File: src/pkg/lpt_consts.svh
`ifndef LPT_CONSTS_SVH
`define LPT_CONSTS_SVH
`define LPT_CLK_NS 4
`define LPT_MS_NS 1000000
`define LPT_MS_PER_S 1000
`define LPT_MS_PER_PCT_S 10
`define LPT_LEN_W 12
`define LPT_TMR_W 21
`define LPT_DEST_N 4
`define LPT_DEST_W 2
`define LPT_MIN_LEN_U 9
`define LPT_MIN_LEN_IS 10
`define LPT_INFO_MIN 708
`define LPT_INFO_MAX 3345
`define LPT_BUSY_S 120
`define LPT_ACK_S_MIN 10
`define LPT_ACK_S_MAX 1800
`define LPT_ACK_S_DFLT 120
`define LPT_POLL_S_MIN 10
`define LPT_POLL_S_MAX 60
`define LPT_POLL_S_DFLT 10
`define LPT_REJ_S_DFLT 240
`define LPT_RETRY_MAX 5
`define LPT_RETRY_DFLT 2
`define LPT_SEQ_MIN 1
`define LPT_SEQ_MAX 127
`define LPT_WIN_DFLT 7
`define LPT_K2_DFLT 4
`define LPT_K3_DFLT 4
`define LPT_PCT_MAX 99
`define LPT_DLY_PCT_DFLT 50
`define LPT_MTT_MS_DFLT 5000
`define LPT_TTL_MS_DFLT 0
`define LPT_TP_MS_DFLT 10000
`define LPT_PHY_MS_DFLT 0
`endif

File: src/pkg/lpt_pkg.sv
`include "lpt_consts.svh"
`default_nettype none
package lpt_pkg;
  typedef enum logic [3:0] {
    LPT_UI = 4'h0, LPT_I_CMD = 4'h1, LPT_I_RSP = 4'h2, LPT_S_RR = 4'h3,
    LPT_S_ACKREQ = 4'h4, LPT_S_REJ = 4'h5, LPT_S_SREJ = 4'h6, LPT_U_CMD = 4'h7,
    LPT_U_RSP = 4'h8, LPT_BUSY_CMD = 4'h9, LPT_BUSY_RSP = 4'hA, LPT_READY = 4'hB,
    LPT_TEST_CMD = 4'hC, LPT_TEST_RSP = 4'hD, LPT_DEC_RR = 4'hE, LPT_DEC_INFO = 4'hF
  } lpt_kind_t;

  typedef struct packed {
    lpt_kind_t kind;
    logic [`LPT_LEN_W-1:0] len;
    logic pf;
    logic [`LPT_DEST_W-1:0] dest;
    logic [6:0] ack_cnt;
  } lpt_frame_t;

  typedef struct packed {
    logic [`LPT_LEN_W-1:0] max_info_len;
    logic [15:0] max_tx_time_ms;
    logic [15:0] ttl_ms;
    logic [10:0] ack_s;
    logic [5:0] poll_s;
    logic [11:0] rej_s;
    logic [2:0] conn_retry;
    logic [2:0] connless_retry;
    logic [6:0] window;
    logic [6:0] k2;
    logic [6:0] k3;
    logic [6:0] dly_pct;
    logic [`LPT_DEST_N-1:0][15:0] tp_ms;
    logic [15:0] phy_delay_ms;
    logic quiet;
  } lpt_cfg_t;

  localparam lpt_cfg_t LPT_CFG_DFLT = '{
    max_info_len: 12'(`LPT_INFO_MAX), max_tx_time_ms: 16'(`LPT_MTT_MS_DFLT),
    ttl_ms: 16'(`LPT_TTL_MS_DFLT), ack_s: 11'(`LPT_ACK_S_DFLT), poll_s: 6'(`LPT_POLL_S_DFLT),
    rej_s: 12'(`LPT_REJ_S_DFLT), conn_retry: 3'(`LPT_RETRY_DFLT), connless_retry: 3'(`LPT_RETRY_DFLT),
    window: 7'(`LPT_WIN_DFLT), k2: 7'(`LPT_K2_DFLT), k3: 7'(`LPT_K3_DFLT),
    dly_pct: 7'(`LPT_DLY_PCT_DFLT), tp_ms: {`LPT_DEST_N{16'(`LPT_TP_MS_DFLT)}},
    phy_delay_ms: 16'(`LPT_PHY_MS_DFLT), quiet: 1'b0};

  function automatic int lpt_clamp(int v, int lo, int hi);
    return (v < lo) ? lo : ((v > hi) ? hi : v);
  endfunction

  // Out-of-range settings are pulled to the nearest legal value
  function automatic lpt_cfg_t lpt_cfg_fix(lpt_cfg_t c);
    lpt_cfg_t f;
    f = c;
    f.max_info_len = 12'(lpt_clamp(int'(c.max_info_len), `LPT_INFO_MIN, `LPT_INFO_MAX));
    f.ack_s = 11'(lpt_clamp(int'(c.ack_s), `LPT_ACK_S_MIN, `LPT_ACK_S_MAX));
    f.poll_s = 6'(lpt_clamp(int'(c.poll_s), `LPT_POLL_S_MIN, `LPT_POLL_S_MAX));
    f.conn_retry = 3'(lpt_clamp(int'(c.conn_retry), 0, `LPT_RETRY_MAX));
    f.connless_retry = 3'(lpt_clamp(int'(c.connless_retry), 0, `LPT_RETRY_MAX));
    f.window = 7'(lpt_clamp(int'(c.window), `LPT_SEQ_MIN, `LPT_SEQ_MAX));
    f.k2 = 7'(lpt_clamp(int'(c.k2), `LPT_SEQ_MIN, `LPT_SEQ_MAX));
    f.k3 = 7'(lpt_clamp(int'(c.k3), `LPT_SEQ_MIN, `LPT_SEQ_MAX));
    f.dly_pct = 7'(lpt_clamp(int'(c.dly_pct), 0, `LPT_PCT_MAX));
    return f;
  endfunction

  function automatic logic lpt_is_long(lpt_kind_t k);
    return k inside {LPT_I_CMD, LPT_I_RSP, LPT_S_RR, LPT_S_ACKREQ, LPT_S_REJ, LPT_S_SREJ};
  endfunction

  function automatic logic lpt_len_ok(lpt_frame_t f, logic [`LPT_LEN_W-1:0] max_info);
    logic [`LPT_LEN_W-1:0] min_len;
    logic carries;
    min_len = lpt_is_long(f.kind) ? 12'(`LPT_MIN_LEN_IS) : 12'(`LPT_MIN_LEN_U);
    carries = f.kind inside {LPT_UI, LPT_I_CMD, LPT_I_RSP, LPT_DEC_INFO};
    return (f.len >= min_len) && (!carries || (12'(f.len - min_len) <= max_info));
  endfunction
endpackage
`default_nettype wire

File: src/pkg/lpt_link_if.sv
`default_nettype none
interface lpt_link_if;
  logic d2p_valid;
  lpt_pkg::lpt_frame_t d2p_frame;
  logic d2p_key;
  logic p2d_valid;
  lpt_pkg::lpt_frame_t p2d_frame;
  logic p2d_key;
  modport dev(output d2p_valid, output d2p_frame, output d2p_key,
              input p2d_valid, input p2d_frame, input p2d_key);
  modport peer(input d2p_valid, input d2p_frame, input d2p_key,
               output p2d_valid, output p2d_frame, output p2d_key);
endinterface
`default_nettype wire

File: src/rtl/lpt_dev_end.sv
// Contract
// RL1: information field limit settable 708..3345 octets
// RL2: transmit time limit bounds only concatenation
// RL3: busy notice command starts 120 s busy timer
// RL4: connectionless frames shorter than 9 are invalid
// RL5: expired queued test response is dropped
// RL6: acknowledgment timer 10..1800 s, default 120
// RL7: poll timer 10..60 s, default 10
// RL8: reject timer capped at twice acknowledgment timer
// RL9: timers start when frame actually sent
// RL10: connection resends limited 0..5, default 2
// RL11: unacknowledged I frames limited by window
// RL12: send ack request at outstanding threshold
// RL13: acknowledge at received in-sequence threshold
// RL14: delayed ack after percentage of ack timer
// RL15: U frames min 9, I/S min 10
// RL16: per-destination timeout plus physical delay
// RL17: busy notice response starts busy timer
// RL18: connectionless resends limited 0..5, quiet suppresses
// RL19: both stations use identical parameter values
// RL20: quiet mode blocks acks and resends
// RL21: short received frames discarded unprocessed
// RL22: retry count clears on ack; fail at limit
`include "lpt_consts.svh"
`default_nettype none
module lpt_dev_end #(
  parameter int MS_CYC = `LPT_MS_NS / `LPT_CLK_NS,
  parameter int BUSY_S = `LPT_BUSY_S
) (
  input wire logic i_ref_clk,
  input wire logic i_arst_n,
  lpt_link_if.dev link,
  input wire lpt_pkg::lpt_cfg_t i_cfg,
  input wire logic i_cfg_load,
  input wire logic i_tx_valid,
  input wire lpt_pkg::lpt_frame_t i_tx_frame,
  output logic o_tx_ready,
  input wire logic [15:0] i_concat_ms,
  output logic o_concat_ok,
  input wire logic i_test_rsp_queued,
  input wire logic i_test_rsp_sent,
  output logic o_test_rsp_drop,
  output logic o_rx_valid,
  output lpt_pkg::lpt_frame_t o_rx_frame,
  output logic o_rx_discard,
  output logic o_peer_busy,
  output logic o_retx_req,
  output logic o_link_fail,
  output logic [`LPT_DEST_N-1:0] o_retx_dest,
  output logic [`LPT_DEST_N-1:0] o_fail_dest
);
  import lpt_pkg::*;
  localparam int DW = $clog2(MS_CYC + 1);
  localparam int TW = `LPT_TMR_W;
  localparam logic [TW-1:0] T_ONE = TW'(1);

  lpt_cfg_t cfg_r;
  logic [DW-1:0] div_r;
  logic tick;
  logic rx_ok, rx_i, tx_v, tx_i, tx_go, user_ok, auto_v, ack_any, conn_exp, dly_exp;
  lpt_frame_t rx_f, tx_f, auto_f;
  logic d2p_v_r;
  lpt_frame_t d2p_f_r;
  logic [7:0] out_sum, out_nxt;
  logic [6:0] out_r, rx_cnt_r, ack_amt;
  logic auto_req_r, auto_rr_r, dec_rr_r;
  logic [`LPT_DEST_W-1:0] dec_dest_r;
  logic [TW-1:0] ack_t_r, poll_t_r, rej_t_r, dly_t_r, busy_t_r, ttl_t_r;
  logic [11:0] rej_eff;
  logic [2:0] retry_r;

  // ----------------------------------------
  // Millisecond tick and settings
  // ----------------------------------------
  assign tick = (div_r == DW'(MS_CYC - 1));

  always_ff @(posedge i_ref_clk or negedge i_arst_n) begin
    if (!i_arst_n) begin
      div_r <= '0;
    end else begin
      div_r <= tick ? '0 : DW'(div_r + 1'b1);
    end
  end

  // Settings are meant to be loaded once, before traffic starts
  always_ff @(posedge i_ref_clk or negedge i_arst_n) begin
    if (!i_arst_n) begin
      cfg_r <= LPT_CFG_DFLT;
    end else if (i_cfg_load) begin
      cfg_r <= lpt_cfg_fix(i_cfg); // RL1 RL6 RL7 RL10 RL11 RL19
    end
  end

  assign o_concat_ok = (i_concat_ms <= cfg_r.max_tx_time_ms); // RL2
  assign rej_eff = (12'(cfg_r.rej_s) > 12'({cfg_r.ack_s, 1'b0})) ? 12'({cfg_r.ack_s, 1'b0}) : cfg_r.rej_s; // RL8

  // ----------------------------------------
  // Receive
  // ----------------------------------------
  assign rx_f = link.p2d_frame;
  assign rx_ok = link.p2d_valid & lpt_len_ok(rx_f, cfg_r.max_info_len); // RL21 RL4 RL15
  assign rx_i = rx_ok & (rx_f.kind inside {LPT_I_CMD, LPT_I_RSP});
  assign ack_any = rx_ok & (rx_f.ack_cnt != '0);

  always_ff @(posedge i_ref_clk or negedge i_arst_n) begin
    if (!i_arst_n) begin
      o_rx_valid <= 1'b0;
      o_rx_discard <= 1'b0;
      o_rx_frame <= '0;
    end else begin
      o_rx_valid <= rx_ok;
      o_rx_discard <= link.p2d_valid & ~rx_ok; // RL21
      if (rx_ok) begin
        o_rx_frame <= rx_f;
      end
    end
  end

  // ----------------------------------------
  // Transmit arbitration, own frames first
  // ----------------------------------------
  always_comb begin
    auto_f = '0;
    auto_v = 1'b1;
    if (auto_req_r) begin
      auto_f.kind = LPT_S_ACKREQ; // RL12
      auto_f.pf = 1'b1;
      auto_f.ack_cnt = rx_cnt_r;
    end else if (auto_rr_r) begin
      auto_f.kind = LPT_S_RR; // RL13 RL14
      auto_f.ack_cnt = rx_cnt_r;
    end else if (dec_rr_r) begin
      auto_f.kind = LPT_DEC_RR; // RL20
      auto_f.dest = dec_dest_r;
    end else begin
      auto_v = 1'b0;
    end
    auto_f.len = lpt_is_long(auto_f.kind) ? 12'(`LPT_MIN_LEN_IS) : 12'(`LPT_MIN_LEN_U);
  end

  assign tx_v = d2p_v_r;
  assign tx_f = d2p_f_r;
  assign tx_i = tx_v & (tx_f.kind inside {LPT_I_CMD, LPT_I_RSP});
  assign user_ok = ((i_tx_frame.kind != LPT_I_CMD && i_tx_frame.kind != LPT_I_RSP)
                    || (8'(out_r) + 8'(tx_i) < 8'(cfg_r.window))) // RL11
                   && !(o_peer_busy && i_tx_frame.kind inside {LPT_UI, LPT_TEST_CMD});
  assign o_tx_ready = ~auto_v & user_ok;
  assign tx_go = i_tx_valid & o_tx_ready & lpt_len_ok(i_tx_frame, cfg_r.max_info_len); // RL1 RL4 RL15

  always_ff @(posedge i_ref_clk or negedge i_arst_n) begin
    if (!i_arst_n) begin
      d2p_v_r <= 1'b0;
      d2p_f_r <= '0;
    end else begin
      d2p_v_r <= auto_v | tx_go;
      if (auto_v | tx_go) begin
        d2p_f_r <= auto_v ? auto_f : i_tx_frame;
      end
    end
  end

  assign link.d2p_valid = d2p_v_r;
  assign link.d2p_frame = d2p_f_r;
  assign link.d2p_key = d2p_v_r;

  // ----------------------------------------
  // Window and acknowledgment counts
  // ----------------------------------------
  // The last frame stays on an idle link, so only a valid one may acknowledge
  assign ack_amt = rx_ok ? rx_f.ack_cnt : 7'h00;
  assign out_sum = 8'(out_r) + 8'(tx_i);
  assign out_nxt = (out_sum > 8'(ack_amt)) ? 8'(out_sum - 8'(ack_amt)) : 8'h00;

  always_ff @(posedge i_ref_clk or negedge i_arst_n) begin
    if (!i_arst_n) begin
      out_r <= '0;
    end else begin
      out_r <= 7'(out_nxt); // RL11
    end
  end

  // Set wins over the clear taken in the same cycle
  always_ff @(posedge i_ref_clk or negedge i_arst_n) begin
    if (!i_arst_n) begin
      auto_req_r <= 1'b0;
    end else if (tx_i && out_sum == 8'(cfg_r.k2)) begin
      auto_req_r <= 1'b1; // RL12
    end else if (auto_req_r) begin
      auto_req_r <= 1'b0;
    end
  end

  always_ff @(posedge i_ref_clk or negedge i_arst_n) begin
    if (!i_arst_n) begin
      rx_cnt_r <= '0;
    end else if (auto_v && !auto_req_r && !auto_rr_r) begin
      rx_cnt_r <= (rx_i && rx_cnt_r != 7'h7F) ? 7'(rx_cnt_r + 1'b1) : rx_cnt_r;
    end else if (auto_v) begin
      rx_cnt_r <= rx_i ? 7'h01 : 7'h00;
    end else if (rx_i && rx_cnt_r != 7'h7F) begin
      rx_cnt_r <= 7'(rx_cnt_r + 1'b1);
    end
  end

  always_ff @(posedge i_ref_clk or negedge i_arst_n) begin
    if (!i_arst_n) begin
      auto_rr_r <= 1'b0;
    end else if (!cfg_r.quiet && ((rx_i && 8'(rx_cnt_r) + 8'h01 >= 8'(cfg_r.k3)) // RL13 RL20
                 || (dly_exp && rx_cnt_r != '0 && !i_tx_valid))) begin // RL14
      auto_rr_r <= 1'b1;
    end else if (auto_v && !auto_req_r) begin
      auto_rr_r <= 1'b0;
    end
  end

  always_ff @(posedge i_ref_clk or negedge i_arst_n) begin
    if (!i_arst_n) begin
      dec_rr_r <= 1'b0;
      dec_dest_r <= '0;
    end else if (rx_ok && rx_f.kind == LPT_DEC_INFO && !cfg_r.quiet) begin
      dec_rr_r <= 1'b1; // RL20
      dec_dest_r <= rx_f.dest;
    end else if (auto_v && !auto_req_r && !auto_rr_r) begin
      dec_rr_r <= 1'b0;
    end
  end

  // ----------------------------------------
  // Connection timers, started on the link
  // ----------------------------------------
  always_ff @(posedge i_ref_clk or negedge i_arst_n) begin
    if (!i_arst_n) begin
      ack_t_r <= '0;
    end else if ((tx_v && tx_f.kind inside {LPT_I_CMD, LPT_I_RSP, LPT_U_CMD} && ack_t_r == '0) // RL9
                 || (ack_any && out_nxt != '0)) begin
      ack_t_r <= TW'(cfg_r.ack_s) * TW'(`LPT_MS_PER_S); // RL6
    end else if (rx_ok && ((ack_any && out_nxt == '0) || rx_f.kind == LPT_U_RSP)) begin
      ack_t_r <= '0;
    end else if (tick && ack_t_r != '0) begin
      ack_t_r <= TW'(ack_t_r - 1'b1);
    end
  end

  always_ff @(posedge i_ref_clk or negedge i_arst_n) begin
    if (!i_arst_n) begin
      poll_t_r <= '0;
    end else if (tx_v && tx_f.pf && tx_f.kind inside {LPT_I_CMD, LPT_S_ACKREQ, LPT_U_CMD}) begin
      poll_t_r <= TW'(cfg_r.poll_s) * TW'(`LPT_MS_PER_S); // RL7 RL9
    end else if (rx_ok && rx_f.pf && rx_f.kind inside {LPT_I_RSP, LPT_S_RR, LPT_U_RSP}) begin
      poll_t_r <= '0;
    end else if (tick && poll_t_r != '0) begin
      poll_t_r <= TW'(poll_t_r - 1'b1);
    end
  end

  always_ff @(posedge i_ref_clk or negedge i_arst_n) begin
    if (!i_arst_n) begin
      rej_t_r <= '0;
    end else if (tx_v && tx_f.kind inside {LPT_S_REJ, LPT_S_SREJ}) begin
      rej_t_r <= TW'(rej_eff) * TW'(`LPT_MS_PER_S); // RL8 RL9
    end else if (rx_i) begin
      rej_t_r <= '0;
    end else if (tick && rej_t_r != '0) begin
      rej_t_r <= TW'(rej_t_r - 1'b1);
    end
  end

  // Zero percent expires the delay at once instead of loading an idle timer
  assign dly_exp = (tick && dly_t_r == T_ONE)
                   || (rx_ok && rx_f.kind inside {LPT_I_RSP, LPT_I_CMD} && !(rx_f.kind == LPT_I_CMD && rx_f.pf)
                       && cfg_r.dly_pct == '0);

  always_ff @(posedge i_ref_clk or negedge i_arst_n) begin
    if (!i_arst_n) begin
      dly_t_r <= '0;
    end else if (rx_ok && (rx_f.kind == LPT_I_RSP || (rx_f.kind == LPT_I_CMD && !rx_f.pf))) begin
      dly_t_r <= TW'(TW'(cfg_r.ack_s) * TW'(cfg_r.dly_pct) * TW'(`LPT_MS_PER_PCT_S)); // RL14
    end else if (tick && dly_t_r != '0) begin
      dly_t_r <= TW'(dly_t_r - 1'b1);
    end
  end

  assign conn_exp = tick && (ack_t_r == T_ONE || poll_t_r == T_ONE || rej_t_r == T_ONE);

  always_ff @(posedge i_ref_clk or negedge i_arst_n) begin
    if (!i_arst_n) begin
      retry_r <= '0;
      o_retx_req <= 1'b0;
      o_link_fail <= 1'b0;
    end else begin
      o_retx_req <= conn_exp && !cfg_r.quiet && retry_r < cfg_r.conn_retry; // RL10 RL20
      o_link_fail <= conn_exp && !cfg_r.quiet && retry_r >= cfg_r.conn_retry; // RL22
      if (ack_any || (rx_ok && rx_f.pf)) begin
        retry_r <= '0; // RL22
      end else if (conn_exp && !cfg_r.quiet && retry_r < cfg_r.conn_retry) begin
        retry_r <= 3'(retry_r + 1'b1);
      end
    end
  end

  // ----------------------------------------
  // Busy and test response lifetime
  // ----------------------------------------
  always_ff @(posedge i_ref_clk or negedge i_arst_n) begin
    if (!i_arst_n) begin
      busy_t_r <= '0;
      o_peer_busy <= 1'b0;
    end else if (rx_ok && rx_f.kind inside {LPT_BUSY_CMD, LPT_BUSY_RSP}) begin
      busy_t_r <= TW'(BUSY_S * `LPT_MS_PER_S); // RL3 RL17
      o_peer_busy <= 1'b1;
    end else if ((rx_ok && rx_f.kind == LPT_READY) || (tick && busy_t_r == T_ONE)) begin
      busy_t_r <= '0;
      o_peer_busy <= 1'b0;
    end else if (tick && busy_t_r != '0) begin
      busy_t_r <= TW'(busy_t_r - 1'b1);
    end
  end

  always_ff @(posedge i_ref_clk or negedge i_arst_n) begin
    if (!i_arst_n) begin
      ttl_t_r <= '0;
      o_test_rsp_drop <= 1'b0;
    end else begin
      o_test_rsp_drop <= tick && ttl_t_r == T_ONE && !i_test_rsp_sent; // RL5
      if (i_test_rsp_queued) begin
        ttl_t_r <= TW'(cfg_r.ttl_ms); // RL5
      end else if (i_test_rsp_sent) begin
        ttl_t_r <= '0;
      end else if (tick && ttl_t_r != '0) begin
        ttl_t_r <= TW'(ttl_t_r - 1'b1);
      end
    end
  end

  // ----------------------------------------
  // Connectionless timeout per destination
  // ----------------------------------------
  for (genvar g = 0; g < `LPT_DEST_N; g++) begin : g_dest
    logic [TW-1:0] t_r;
    logic [2:0] n_r;
    logic start, stop, expd;
    assign start = tx_v && tx_f.kind inside {LPT_UI, LPT_TEST_CMD} && tx_f.dest == `LPT_DEST_W'(g);
    assign stop = rx_ok && rx_f.kind inside {LPT_TEST_RSP, LPT_U_RSP} && rx_f.dest == `LPT_DEST_W'(g);
    assign expd = tick && t_r == T_ONE && !stop;

    always_ff @(posedge i_ref_clk or negedge i_arst_n) begin
      if (!i_arst_n) begin
        t_r <= '0;
      end else if (stop) begin
        t_r <= '0;
      end else if (start) begin
        t_r <= TW'(cfg_r.tp_ms[g]) + TW'(cfg_r.phy_delay_ms); // RL16 RL9
      end else if (tick && t_r != '0) begin
        t_r <= TW'(t_r - 1'b1);
      end
    end

    always_ff @(posedge i_ref_clk or negedge i_arst_n) begin
      if (!i_arst_n) begin
        n_r <= '0;
        o_retx_dest[g] <= 1'b0;
        o_fail_dest[g] <= 1'b0;
      end else begin
        o_retx_dest[g] <= expd && !cfg_r.quiet && n_r < cfg_r.connless_retry; // RL18 RL20
        o_fail_dest[g] <= expd && !cfg_r.quiet && n_r >= cfg_r.connless_retry; // RL22
        if (stop) begin
          n_r <= '0;
        end else if (expd && !cfg_r.quiet && n_r < cfg_r.connless_retry) begin
          n_r <= 3'(n_r + 1'b1);
        end
      end
    end
  end
endmodule // lpt_dev_end
`default_nettype wire

File: src/flat_wrapper.sv
// flat-port wrapper written by rule: the top's interface ports become plain ports
module lpt_dev_end_flat import lpt_pkg::*;
#(
  parameter int MS_CYC = `LPT_MS_NS / `LPT_CLK_NS,
  parameter int BUSY_S = `LPT_BUSY_S
)
  (i_ref_clk, i_arst_n, i_cfg, i_cfg_load, i_tx_valid, i_tx_frame, o_tx_ready, i_concat_ms, o_concat_ok, i_test_rsp_queued, i_test_rsp_sent, o_test_rsp_drop, o_rx_valid, o_rx_frame, o_rx_discard, o_peer_busy, o_retx_req, o_link_fail, o_retx_dest, o_fail_dest, link_d2p_valid, link_d2p_frame, link_d2p_key, link_p2d_valid, link_p2d_frame, link_p2d_key);
  lpt_link_if link_i ();
  input wire logic i_ref_clk;
  input wire logic i_arst_n;
  input wire lpt_pkg::lpt_cfg_t i_cfg;
  input wire logic i_cfg_load;
  input wire logic i_tx_valid;
  input wire lpt_pkg::lpt_frame_t i_tx_frame;
  output logic o_tx_ready;
  input wire logic [15:0] i_concat_ms;
  output logic o_concat_ok;
  input wire logic i_test_rsp_queued;
  input wire logic i_test_rsp_sent;
  output logic o_test_rsp_drop;
  output logic o_rx_valid;
  output lpt_pkg::lpt_frame_t o_rx_frame;
  output logic o_rx_discard;
  output logic o_peer_busy;
  output logic o_retx_req;
  output logic o_link_fail;
  output logic [`LPT_DEST_N-1:0] o_retx_dest;
  output logic [`LPT_DEST_N-1:0] o_fail_dest;
  output wire logic [$bits(link_i.d2p_valid)-1:0] link_d2p_valid;
  output wire logic [$bits(link_i.d2p_frame)-1:0] link_d2p_frame;
  output wire logic [$bits(link_i.d2p_key)-1:0] link_d2p_key;
  input wire logic [$bits(link_i.p2d_valid)-1:0] link_p2d_valid;
  input wire logic [$bits(link_i.p2d_frame)-1:0] link_p2d_frame;
  input wire logic [$bits(link_i.p2d_key)-1:0] link_p2d_key;
  assign link_d2p_valid = link_i.d2p_valid;
  assign link_d2p_frame = link_i.d2p_frame;
  assign link_d2p_key = link_i.d2p_key;
  assign link_i.p2d_valid = link_p2d_valid;
  assign link_i.p2d_frame = link_p2d_frame;
  assign link_i.p2d_key = link_p2d_key;
  lpt_dev_end #(.MS_CYC(MS_CYC), .BUSY_S(BUSY_S)) u_core (.i_ref_clk(i_ref_clk), .i_arst_n(i_arst_n), .link(link_i), .i_cfg(i_cfg), .i_cfg_load(i_cfg_load), .i_tx_valid(i_tx_valid), .i_tx_frame(i_tx_frame), .o_tx_ready(o_tx_ready), .i_concat_ms(i_concat_ms), .o_concat_ok(o_concat_ok), .i_test_rsp_queued(i_test_rsp_queued), .i_test_rsp_sent(i_test_rsp_sent), .o_test_rsp_drop(o_test_rsp_drop), .o_rx_valid(o_rx_valid), .o_rx_frame(o_rx_frame), .o_rx_discard(o_rx_discard), .o_peer_busy(o_peer_busy), .o_retx_req(o_retx_req), .o_link_fail(o_link_fail), .o_retx_dest(o_retx_dest), .o_fail_dest(o_fail_dest));
endmodule
File: config.mk
export PLATFORM = sky130hd
export DESIGN_NAME = lpt_dev_end_flat
export DESIGN_NICKNAME = d
export VERILOG_FILES = /design/src/pkg/lpt_pkg.sv /design/src/pkg/lpt_link_if.sv /design/src/rtl/lpt_dev_end.sv /design/src/flat_wrapper.sv
export VERILOG_INCLUDE_DIRS = /design/src /design/src/pkg
export SDC_FILE = /design/constraint.sdc
export NUM_CORES = 2
export LEC_CHECK = 0
export BUFFER_PORTS_ARGS = -buffer_cell sky130_fd_sc_hd__buf_4
export CORE_ASPECT_RATIO = 1.75
export CORE_UTILIZATION = 55
export CTS_CLUSTER_DIAMETER = 200
export CTS_CLUSTER_SIZE = 14
export DETAILED_ROUTE_END_ITERATION = 10
export GPL_TIMING_DRIVEN = 0
export PLACE_DENSITY = 0.86
export SYNTH_ARGS = -nofsm -noshare
export SYNTH_HDL_FRONTEND = slang
export SYNTH_SLANG_ARGS = --single-unit
File: constraint.sdc
create_clock -name i_ref_clk -period 7.1 [get_ports i_ref_clk]
set_input_delay 0.355 -clock i_ref_clk [delete_from_list [all_inputs] [get_ports i_ref_clk]]
set_output_delay 0.355 -clock i_ref_clk [all_outputs]
set_load 0.01 [all_outputs]
==> results.toml <==
[sta]
setup-tns-final_ns = 0
rsz0062_at_grt = "true"
slew_headroom_pct = 3.940
finalCritPeriodShare_pct = 96.53
finalHoldViolCount = 0
finalMaxSlewViolations = 0
finClkSkew_ns = 0.03629
layout_min_cycle_time_ns = 6.854
max_freq_mhz = 145.9
worst_pin_slew_ns = 1.428
setup_viol = 0

[hold_path]
hold_class = "in2reg"
whs_path_depth = 3
min_from = "i_cfg[95]"
hold_end = "u_core.cfg_r[95]"

[synthesis]
synth_top_area_share_pct = 31.09
synth_area_leaders = "dfrtp_1 31%, ha_1 12%, fa_1 7.3%, xnor2_1 4.7%, nand2_1 3.8%"
synth_nets = 4733
synth.most_common_cell = "dfrtp_1"
syn_area_um2 = 37590
async_reset_ff_share_pct = 100.0
synth-main-ff-cell = "dfrtp_1"
yosys.cell_types.count = 95
netlist_instances = 3973
ys_warn_count = 0
synth_common_cells = "467 x dfrtp_1, 382 x nand2_1, 374 x nor2_1"
seq_area_frac_synth_pct = 34.58
ys_ff_latch = 517
yosys.area.top_type = "dfrtp_1"
synth_edf_count = 0
syn_area_per_cell_um2 = 9.461

[clock_network]
cts_tree = "yes"
clock_sinks = 517
htree_levels = 2
cts_buffers = 42
cts_max_path_buffers = 3
cts.reportedPaths.clkPinSlew_ns = 0.07
clkLatencyLatePin_ns = 0.63
cts-root-buf = "clkbuf_16"

[power_and_ir_drop]
peakVddDrop_uv = 461.1
p_per_area_nw_per_um2 = 387.7
p_leak_nw = 20.64

[detailed_routing]
route.antenna.remaining_nets = 0
vias = 32798
drc = 0
routed_wirelength_mm = 114.6
wl_per_cell_um = 20.91
routed_via_density = 5.986
drt_first_pass_iters = 7
drt_iter0_drc = 1878

[placement]
io_buffers = 328
hpwl_mm = 85.10
gp_congestion = 0.9461
placed_area_um2 = 41290
dp_cells = 5201

[worst_setup_path]
r2r_cells = 25
crit_required_ns = 7.57
worstSetupPathType = "reg2reg"
crit_path_end_kind = "flip-flop"
critPathLaunchType = "flip-flop"
r2r_start = "u_core.cfg_r[137]"
crit_fanout = 10
crit_arrival_ns = 7.33
regToRegSetupSlack_ns = 0.25
r2r_end = "u_core.rej_t_r[19]"
critPathMaxStageDelay_ns = 0.66
cpMostUsedCell = "fa_1"
slowest_stage = "dfstp_4"

[die]
die-height_um = 347.8
coreArea_um2 = 67470
row_count = 126
die_x_um = 199.6
top_level_ports = 334
start_util_pct = 55.71
dieArea_um2 = 69430

[final_layout]
finalNonFillerCells = 5479
n_fill_cell = 5087
fin_nets = 5305
area_delta_synth_final_pct = 18.81
fin_area_um2 = 44660
drive_gt1_share_pct = 15.21

[global_route]
grt_usage_pct = 32.90
antenna_found_initial = 9
grt_overflow_total = 0
grt_pass1_vias = 33811
grt_pass1_wl_mm = 176.2
grt_max_degree = 121

[outcome]
outcome = "finished clean"

[run]
maxCapViolCount = 0
critical path: cells and delay by family, from the launching register on:
family	cells	cell delay [ns]
AOI/OAI and AO/OA	8	1.56
xor gates and xnor gates	1	0.28
adders and majority gates	6	2.81
buffers and inverters	4	0.46
DFF	1	0.66
muxes	1	0.38
and+or+nand+nor	5	0.54
placed cells by master (no fill, tap or decap), drive strengths merged, types with 21 or more instances in the layout:
cell,count
a211oi,64
a21o,63
a21oi,193
a31oi,27
and2,34
buf,388
clkbuf,149
dfrtp,467
dfstp,50
dlygate4sd3,179
fa,137
ha,359
inv,268
mux2,125
mux2i,40
nand2,385
nand2b,49
nand3,81
nand4,43
nor2,374
nor2b,32
nor3,123
nor4,68
o21a,24
o21ai,205
o22ai,22
or2,25
or3,49
or4,21
xnor2,202
xor2,123
cell families after synthesis:
kind of cell    count (synthesis)  synth area share [%]
xor+xnor                      325                 7.572
flops                         517                 34.58
mux                           165                 4.810
fa+ha+maj                     497                 19.27
buf+inv                       381                 3.891
simple gates                 1350                 17.45
compound gates                738                 12.42
per-stage QoR:
stage / utilization [%] / hold slack (ns) / setup WS (ns) / total power [mW]
floorplan: - / 0.05941 / 0.4725 / 11.90
global placement: 61.02 / 0.4514 / -1.162 / 13.94
detailed placement: 61.19 / 0.4070 / -1.312 / 14.30
CTS: 65.74 / 0.001064 / 0.007574 / 16.85
global route: 66.18 / 0.02178 / -0.09395 / 18.77
finish: 66.19 / 0.01506 / 0.2464 / 17.31
flip-flops by register name, summed over array words and instances (netlist names), 7 cells and up:
signal	cells
u_core.dly_t_r	21
u_core.g_dest.n_r	12
u_core.ttl_t_r	21
u_core.o_rx_frame	26
u_core.rx_cnt_r	7
u_core.busy_t_r	21
u_core.rej_t_r	21
u_core.cfg_r	188
u_core.ack_t_r	21
u_core.poll_t_r	21
u_core.link.d2p_frame	26
u_core.div_r	18
u_core.g_dest.t_r	84
u_core.out_r	7
report_power, final:
part | leakage [nW] | switching [mW] | total, mW | internal, mW
Combinational | 13.8 | 6.02 | 10.9 | 4.86
Sequential | 6.31 | 0.602 | 4.13 | 3.53
Clock | 0.580 | 1.18 | 2.31 | 1.13
Total | 20.6 | 7.80 | 17.3 | 9.51
final cells by class:
cell class,instances,area [um^2],area share [%]
Multi-Input combinational cell,3075,23250,52.06
Inverter,266,998.5,2.236
Antenna cell,6,15.01,0.03362
Sequential cell,517,13030,29.17
Clock inverter,3,58.81,0.1317
Clock buffer,73,1167,2.614
Timing Repair Buffer,536,4557,10.20
Tap cell,896,1121,2.510
Buffer,107,464.2,1.039
how the worst max path moves through the flow:
stage / from / to / cells past startpoint / slack, ns
6_report: u_core.cfg_r[137] / u_core.rej_t_r[19] / 25 / 0.25
4_1_cts: u_core.cfg_r[141] / u_core.rej_t_r[19] / 26 / 0.008
3_5_place_dp: link_p2d_frame[24] / u_core.ack_t_r[19] / 30 / -1.31
2_1_floorplan: u_core.cfg_r[138] / u_core.rej_t_r[19] / 26 / 0.47
3_3_place_gp: link_p2d_frame[24] / u_core.ack_t_r[16] / 30 / -1.16
5_1_grt: u_core.cfg_r[137] / u_core.rej_t_r[20] / 26 / -0.09
layer usage:
metal  track usage (%)  share of wire (%)  vias up
met5                 0              0.046        -
met4             25.86                9.2        8
met3             6.472                7.6      501
met2             57.25                 49     1412
met1             34.15                 34    15852
li1                  -                  -    15025
timing repair:
action                                  in CTS  in global routing
endpoints found under the setup margin      31                 28
gates resized for setup                     24                 40
setup buffers                                0                 24
pin swaps                                    1                  2
hold buffers                               179                  0
hold endpoints to repair                   255                  0
No activity file was read; power rests on OpenSTA's default activity.
